==> config.mk <==
export PLATFORM = sky130hd
export DESIGN_NAME = csi_irq_top
export DESIGN_NICKNAME = d
export VERILOG_FILES = /design/src/rtl/csi_pkg.sv /design/src/rtl/csi_evt_if.sv /design/src/rtl/csi_event_capture.sv /design/src/rtl/csi_irq_top.sv
export SDC_FILE = /design/constraint.sdc
export NUM_CORES = 1
export LEC_CHECK = 0
export BUFFER_PORTS_ARGS = -buffer_cell sky130_fd_sc_hd__buf_2
export CAP_MARGIN = 20
export CORE_ASPECT_RATIO = 0.5
export CORE_MARGIN = 2
export CORE_UTILIZATION = 50
export CTS_BUF_LIST = sky130_fd_sc_hd__clkbuf_2
export CTS_CLUSTER_SIZE = 24
export DETAILED_ROUTE_END_ITERATION = 7
export GPL_TIMING_DRIVEN = 0
export PLACE_DENSITY = 0.81
export SLEW_MARGIN = 20
export SYNTH_ARGS = -nofsm -noshare
export SYNTH_HDL_FRONTEND = slang
export SYNTH_SLANG_ARGS = --single-unit
==> constraint.sdc <==
create_clock -name mclk -period 2.6 [get_ports mclk]
set_clock_uncertainty 0.1 [all_clocks]
set_input_delay 0.52 -clock mclk [delete_from_list [all_inputs] [get_ports mclk]]
set_output_delay 0.52 -clock mclk [all_outputs]
set_load 0.1 [all_outputs]
==> src/rtl/csi_pkg.sv <==
/*
 * Constants of the clock source interrupt block: register offsets, source bit
 * layout, reset values and bus widths.
 * Assumes a single bus clock and one asynchronous active-high reset.
 */
package csi_pkg;

    localparam int DATA_W  = 32;
    localparam int ADDR_W  = 8;
    localparam int BE_W    = DATA_W / 8;
    localparam int NUM_SRC = 10;

    localparam logic [ADDR_W-1:0] OFS_ENABLE_SET    = 8'h00;
    localparam logic [ADDR_W-1:0] OFS_ENABLE_CLEAR  = 8'h04;
    localparam logic [ADDR_W-1:0] OFS_ENABLE_STATE  = 8'h08;
    localparam logic [ADDR_W-1:0] OFS_PENDING_STATE = 8'h0C;
    localparam logic [ADDR_W-1:0] OFS_PENDING_CLEAR = 8'h10;

    localparam int POS_XTAL_OSC_READY     = 0;
    localparam int POS_FLL_COARSE_LOCKED  = 1;
    localparam int POS_FLL_FINE_LOCKED    = 2;
    localparam int POS_FLL_SYNC_READY     = 3;
    localparam int POS_FLL_REF_STOPPED    = 4;
    localparam int POS_PLL_LOCKED         = 6;
    localparam int POS_PLL_LOCK_LOST      = 7;
    localparam int POS_FAST_RC_LOCKED     = 13;
    localparam int POS_FAST_RC_LOCK_LOST  = 14;
    localparam int POS_TOP_FLAG_BIT31     = 31;

    // Source index to register bit position, in source input order.
    localparam int SRC_POS [NUM_SRC] = '{
        POS_XTAL_OSC_READY, POS_FLL_COARSE_LOCKED, POS_FLL_FINE_LOCKED,
        POS_FLL_SYNC_READY, POS_FLL_REF_STOPPED, POS_PLL_LOCKED,
        POS_PLL_LOCK_LOST, POS_FAST_RC_LOCKED, POS_FAST_RC_LOCK_LOST,
        POS_TOP_FLAG_BIT31
    };

    localparam logic [DATA_W-1:0] RST_ENABLE_STATE  = 32'h0000_0000;
    localparam logic [DATA_W-1:0] RST_PENDING_STATE = 32'h0000_0000;
    localparam logic [DATA_W-1:0] RST_READDATA      = 32'h0000_0000;
    localparam logic [DATA_W-1:0] READ_ZERO         = 32'h0000_0000;
    localparam logic [NUM_SRC-1:0] RST_SRC          = 10'h000;

endpackage

==> src/rtl/csi_evt_if.sv <==
/*
 * Carries one-cycle source event pulses from the capture stage to the core.
 * Assumes both ends run on the same bus clock.
 */
`timescale 1ns/1ps
interface csi_evt_if
    import csi_pkg::*;
();
    logic [DATA_W-1:0] evt;

    modport capture (output evt);
    modport core    (input  evt);
endinterface

==> src/rtl/csi_event_capture.sv <==
/*
 * Synchronises the clock source status levels and turns each rising edge into
 * a one-cycle event on its register bit position.
 * Assumes the levels are asynchronous to mclk and stay high for at least two
 * mclk periods; shorter glitches may be missed.
 */
`timescale 1ns/1ps
module csi_event_capture
    import csi_pkg::*;
#(
    parameter int N_SRC = NUM_SRC
)(
    input  wire logic             mclk,
    input  wire logic             reset,
    input  wire logic [N_SRC-1:0] src_level,
    csi_evt_if.capture            evt_bus
);

    logic [N_SRC-1:0] meta;
    logic [N_SRC-1:0] stable;
    logic [N_SRC-1:0] stable_d;
    logic [N_SRC-1:0] rise;

    always_ff @(posedge mclk or posedge reset) begin
        if (reset) begin
            meta     <= RST_SRC;
            stable   <= RST_SRC;
            stable_d <= RST_SRC;
        end else begin
            meta     <= src_level;
            stable   <= meta;
            stable_d <= stable;
        end
    end

    // Only the second and third stages feed the edge detector, never the first.
    assign rise = stable & ~stable_d;

    always_comb begin
        evt_bus.evt = READ_ZERO;
        for (int i = 0; i < N_SRC; i++) begin
            evt_bus.evt[SRC_POS[i]] = rise[i];
        end
    end

endmodule

==> src/rtl/csi_irq_top.sv <==
/*
 * Interrupt enable, mask and pending registers of the clock source controller,
 * reached over an Avalon-MM slave with waitrequest.
 * Assumes a 20 MHz mclk, asynchronous status levels from the oscillators and
 * loops, and a master that holds each request until waitrequest is low.
 */
`timescale 1ns/1ps
module csi_irq_top
    import csi_pkg::*;
(
    input  wire logic                mclk,
    input  wire logic                reset,
    input  wire logic [ADDR_W-1:0]   avs_address,
    input  wire logic                avs_read,
    input  wire logic                avs_write,
    input  wire logic [DATA_W-1:0]   avs_writedata,
    input  wire logic [BE_W-1:0]     avs_byteenable,
    output logic      [DATA_W-1:0]   avs_readdata,
    output logic                     avs_waitrequest,
    input  wire logic [NUM_SRC-1:0]  src_level,
    output logic                     irq
);

    csi_evt_if evt_link ();

    csi_event_capture #(
        .N_SRC (NUM_SRC)
    ) u_capture (
        .mclk      (mclk),
        .reset     (reset),
        .src_level (src_level),
        .evt_bus   (evt_link)
    );

    logic [DATA_W-1:0] valid_mask;
    logic [DATA_W-1:0] be_mask;
    logic [DATA_W-1:0] wr_bits;
    logic [DATA_W-1:0] enable_state;
    logic [DATA_W-1:0] pending_state;
    logic [DATA_W-1:0] next_enable_state;
    logic [DATA_W-1:0] next_pending_state;
    logic [DATA_W-1:0] next_readdata;
    logic              next_waitrequest;
    logic              next_irq;
    wire               request;
    wire               commit;
    wire               wr_commit;
    wire               hit_enable_set;
    wire               hit_enable_clear;
    wire               hit_enable_state;
    wire               hit_pending_state;
    wire               hit_pending_clear;
    wire [DATA_W-1:0]  set_mask_bits;
    wire [DATA_W-1:0]  clr_mask_bits;
    wire [DATA_W-1:0]  clr_pend_bits;

    // Bits that exist in every register; everything else is reserved.
    always_comb begin
        valid_mask = READ_ZERO;
        for (int i = 0; i < NUM_SRC; i++) begin
            valid_mask[SRC_POS[i]] = 1'b1;
        end
    end

    genvar b;
    generate
        for (b = 0; b < BE_W; b++) begin : g_be
            assign be_mask[b*8 +: 8] = {8{avs_byteenable[b]}};
        end
    endgenerate

    // One wait state: the first cycle of a request is held, the second answers.
    // Read data is latched in the held cycle, so it is stable while answered.
    assign request   = avs_read | avs_write;
    assign commit    = request & ~avs_waitrequest;
    assign wr_commit = avs_write & ~avs_waitrequest;
    assign wr_bits   = avs_writedata & be_mask & valid_mask;

    assign hit_enable_set    = (avs_address == OFS_ENABLE_SET);
    assign hit_enable_clear  = (avs_address == OFS_ENABLE_CLEAR);
    assign hit_enable_state  = (avs_address == OFS_ENABLE_STATE);
    assign hit_pending_state = (avs_address == OFS_PENDING_STATE);
    assign hit_pending_clear = (avs_address == OFS_PENDING_CLEAR);

    // Zero bits give zero terms, so they leave the state alone.
    assign set_mask_bits = wr_commit & hit_enable_set    ? wr_bits : READ_ZERO;
    assign clr_mask_bits = wr_commit & hit_enable_clear  ? wr_bits : READ_ZERO;
    assign clr_pend_bits = wr_commit & hit_pending_clear ? wr_bits : READ_ZERO;

    // Disable wins if software sets and clears the same bit, which it cannot
    // do in one access anyway.
    assign next_enable_state = (enable_state | set_mask_bits) & ~clr_mask_bits;

    // An event in the cycle of its clear survives: set wins over clear.
    assign next_pending_state = (pending_state & ~clr_pend_bits)
                              | (evt_link.evt & valid_mask);

    assign next_irq = |(next_pending_state & next_enable_state);

    assign next_waitrequest = ~(request & avs_waitrequest);

    // Write-only and unmapped offsets read as zero.
    assign next_readdata = ~avs_read          ? avs_readdata :
                           hit_enable_state   ? enable_state & valid_mask :
                           hit_pending_state  ? pending_state & valid_mask :
                           READ_ZERO;

    always_ff @(posedge mclk or posedge reset) begin
        if (reset) begin
            enable_state  <= RST_ENABLE_STATE;
            pending_state <= RST_PENDING_STATE;
            irq           <= 1'b0;
        end else begin
            enable_state  <= next_enable_state;
            pending_state <= next_pending_state;
            irq           <= next_irq;
        end
    end

    always_ff @(posedge mclk or posedge reset) begin
        if (reset) begin
            avs_waitrequest <= 1'b1;
            avs_readdata    <= RST_READDATA;
        end else begin
            avs_waitrequest <= next_waitrequest;
            avs_readdata    <= commit ? avs_readdata : next_readdata;
        end
    end

endmodule

==> impl_metrics.ini <==
[placed_design]
place_area_um2 = 2830
gp_congestion = 0.830
place.detailed.instances = 337
dpl.hpwl_um = 3320
numPortBuffers = 46

[final_layout]
drive_gt1_share_pct = 34.1
most-common-layout-cells = dfrtp_1 (61), buf_2 (46), buf_4 (22), conb_1 (22), o21ai_1 (15)
final_area_um2 = 3010
num-nets-final = 347
layout_area_overhead_pct = 23.4
antenna_cells_inserted = 0
final_common_cell = dfrtp_1
final-instance-count-excl-fill = 359
fill_cell_total_of_the_finished_layout = 366

[cts]
clockRootBuffer = clkbuf_2
cts-htree-levels = 3
clkLatencyLatePin_ps = 460
cts_inserted_buffers = 9
clk_path_buf_depth = 2
tritoncts = yes
clkSinkCount = 62
clk_transition_reported_paths_ps = 170

[synth]
synth.lib_cells_used.distinct = 31
postSynthAreaPerCell_um2 = 12.0
synth_cells = 204
share_of_the_yosys_chip_area_belonging_to_registers_pct = 63.6
synth_warnings = 0
postSynthRegisterBits = 62
syn-cell-area_um2 = 2440

[hold_path]
class_of_the_worst_hold_path = in -> reg
worstHoldStart = src_level[5]
hold_path_depth = 1
end_of_the_worst_hold_path = u_capture.meta[5]

[floorplanning]
core.rowCount = 17
floorplan.initialDensity_pct = 53.6
die_height_um = 53.4
coreArea_um2 = 4550
ios = 92
horiz_die_dim_um = 103
overall_die_area_um2 = 5490

[drt]
detail-route-antenna-nets = 0
drc_violation_count_after_routing = 0
via_per_instance_ratio = 4.82
route.vias.total = 1730
detail_route.iter0.violations = 131
finalWirelength_um = 4600
number_of_detailed_route_iterations_in_the_first_pass = 4
wire_per_inst_um = 12.8

[status]
run_status = completed

[flow_run]
maxCapViolCount = 0

[timing]
clock.fmax_ghz = 0.399
timing.max_slew.rel_slack_pct = 51.9
final-setup-viol-count = 0
grt_setup_unrepaired = no
timing.final.hold_violations = 0
timing_max_transition_violations_final = 0
minimum_period_implied_by_the_final_worst_setup_slack_ps = 2500
tightest_slew_ps = 722
layout_worst_path_cycle_share_pct = 96.3

[critical_path]
r2r_slack_ps = 100
critPathArrivalTime_ps = 2730
cells_along_the_critical_path = or3b_2 > or4_4 > buf_6 > o21ai_1 > a21boi_1 > a2111oi_2 > nand4_1
ff2ff_path_depth = 7
r2r_start = avs_waitrequest
crit_path_start_kind = register
worst-endpoint-required_ps = 2830
worst_path_largest_cell_delay_ps = 500
worst-path-max-fanout = 10
worst_path_max_delay_cell = or4_4
nature_of_the_critical_path_endpoint = register
worstSetupPathType = reg -> reg
r2r-end = irq

[power_and_ir_drop]
p_per_area_nw_per_um2 = 712
leakage_uw = 0.00142
irDropWorstVdd_v = 0.000457

[global_route]
grt_usage_pct = 18.3
grt_start_max_net_pins = 63
grt_antenna_before_repair = 0
wire_length_of_the_first_global_routing_pass_um = 7190
first_global_vias = 1592
overflow_left_after_global_routing = 0
-- through the flow --
step           worst slack (ps)  hold WS, ps  power [uW]  utilization [%]  TNS [ps]
6_report                   95.2         48.1        2140             66.2         0
2_1_floorplan              25.5          231        1530                -         0
3_5_place_dp               -213          235        1620             62.3      -213
3_3_place_gp               -203          233        1610             62.2     -8690
5_1_grt                    13.5        0.892        2240             66.2         0
4_1_cts                    79.5         1.50        2150             64.5         0
-- sequential cells by signal, summed over array words and instances (netlist names) --
register and count:
avs_readdata 10, enable_state 10, pending_state 10, u_capture.meta 10, u_capture.stable 10, u_capture.stable_d 10, avs_waitrequest 1, irq 1
-- power by group --
group	internal (uW)	total [uW]	switching, uW
combinational	96.4	561	465
sequential	1020	1050	24.6
clock	216	535	319
total	1330	2140	809
-- metal layers --
| layer | vias up | routed length, um | GRT usage (%) |
|---|---|---|---|
| met5 | - | 0 | 0 |
| met4 | 0 | 59 | 6.58 |
| li1 | 840 | - | - |
| met3 | 7 | 467 | 6.34 |
| met2 | 85 | 2130 | 28.8 |
| met1 | 798 | 1940 | 23.8 |
-- worst max-delay path, delay by kind of cell (launching register included) --
kind,cells,cell delay (ps)
compound gates,3,600
buf+inv,1,160
flops,1,400
simple gates,3,1120
-- layout make-up --
type / instances / area [um^2] / area share [%]
Tap cell: 66 / 82.6 / 2.74
Inverter: 8 / 32.5 / 1.08
Buffer: 28 / 203 / 6.73
Clock inverter: 5 / 51.3 / 1.70
Sequential cell: 62 / 1550 / 51.6
Clock buffer: 10 / 50.0 / 1.66
Multi-Input combinational cell: 126 / 729 / 24.2
Timing Repair Buffer: 54 / 310 / 10.3
-- synthesized netlist by cell type, drive strengths merged --
| cell | instances | area share [%] |
|---|---|---|
| o31ai | 10 | 3.1 |
| a2111oi | 1 | 0.62 |
| a21oi | 10 | 2.1 |
| inv | 8 | 1.2 |
| o41ai | 3 | 1.1 |
| clkbuf | 3 | 0.46 |
| or3 | 1 | 0.26 |
| or2 | 1 | 0.26 |
| a21boi | 3 | 1.1 |
| buf | 26 | 8.0 |
| a22oi | 13 | 4.0 |
| nand2 | 14 | 2.2 |
| dfrtp | 61 | 63 |
| nor2 | 12 | 1.8 |
| nand4 | 1 | 0.26 |
| o21ai | 25 | 6.4 |
| conb | 1 | 0.15 |
| dfstp | 1 | 1.1 |
| or2b | 4 | 1.4 |
| and2 | 1 | 0.26 |
| or4 | 3 | 1.2 |
| and3 | 1 | 0.26 |
| or3b | 1 | 0.36 |
-- worst max path at each step --
| stage | from | cells after the start | endpoint | slack [ps] |
|---|---|---|---|---|
| after CTS | avs_waitrequest | 7 | irq | 80 |
| after floorplan | avs_waitrequest | 7 | irq | 30 |
| after global routing | avs_waitrequest | 7 | irq | 10 |
| after detailed placement | avs_address[1] | 8 | irq | -210 |
| after global placement | avs_address[3] | 8 | irq | -200 |
| final | avs_waitrequest | 7 | irq | 100 |
-- timing repair --
| item | CTS | global route |
|---|---|---|
| buffers inserted | 0 | 0 |
| hold endpoints to repair | 0 | 8 |
| hold buffers | 0 | 8 |
| gates resized for setup | 0 | 1 |
| setup endpoints to repair | 0 | 1 |
-- kinds of logic after synthesis --
| group | share of synthesized area [%] |
|---|---|
| buf+inv | 9.69 |
| other cells | 0.154 |
| compound gates | 18.3 |
| flops | 63.6 |
| simple gates | 8.26 |
Power figures use the tool's default switching activity.
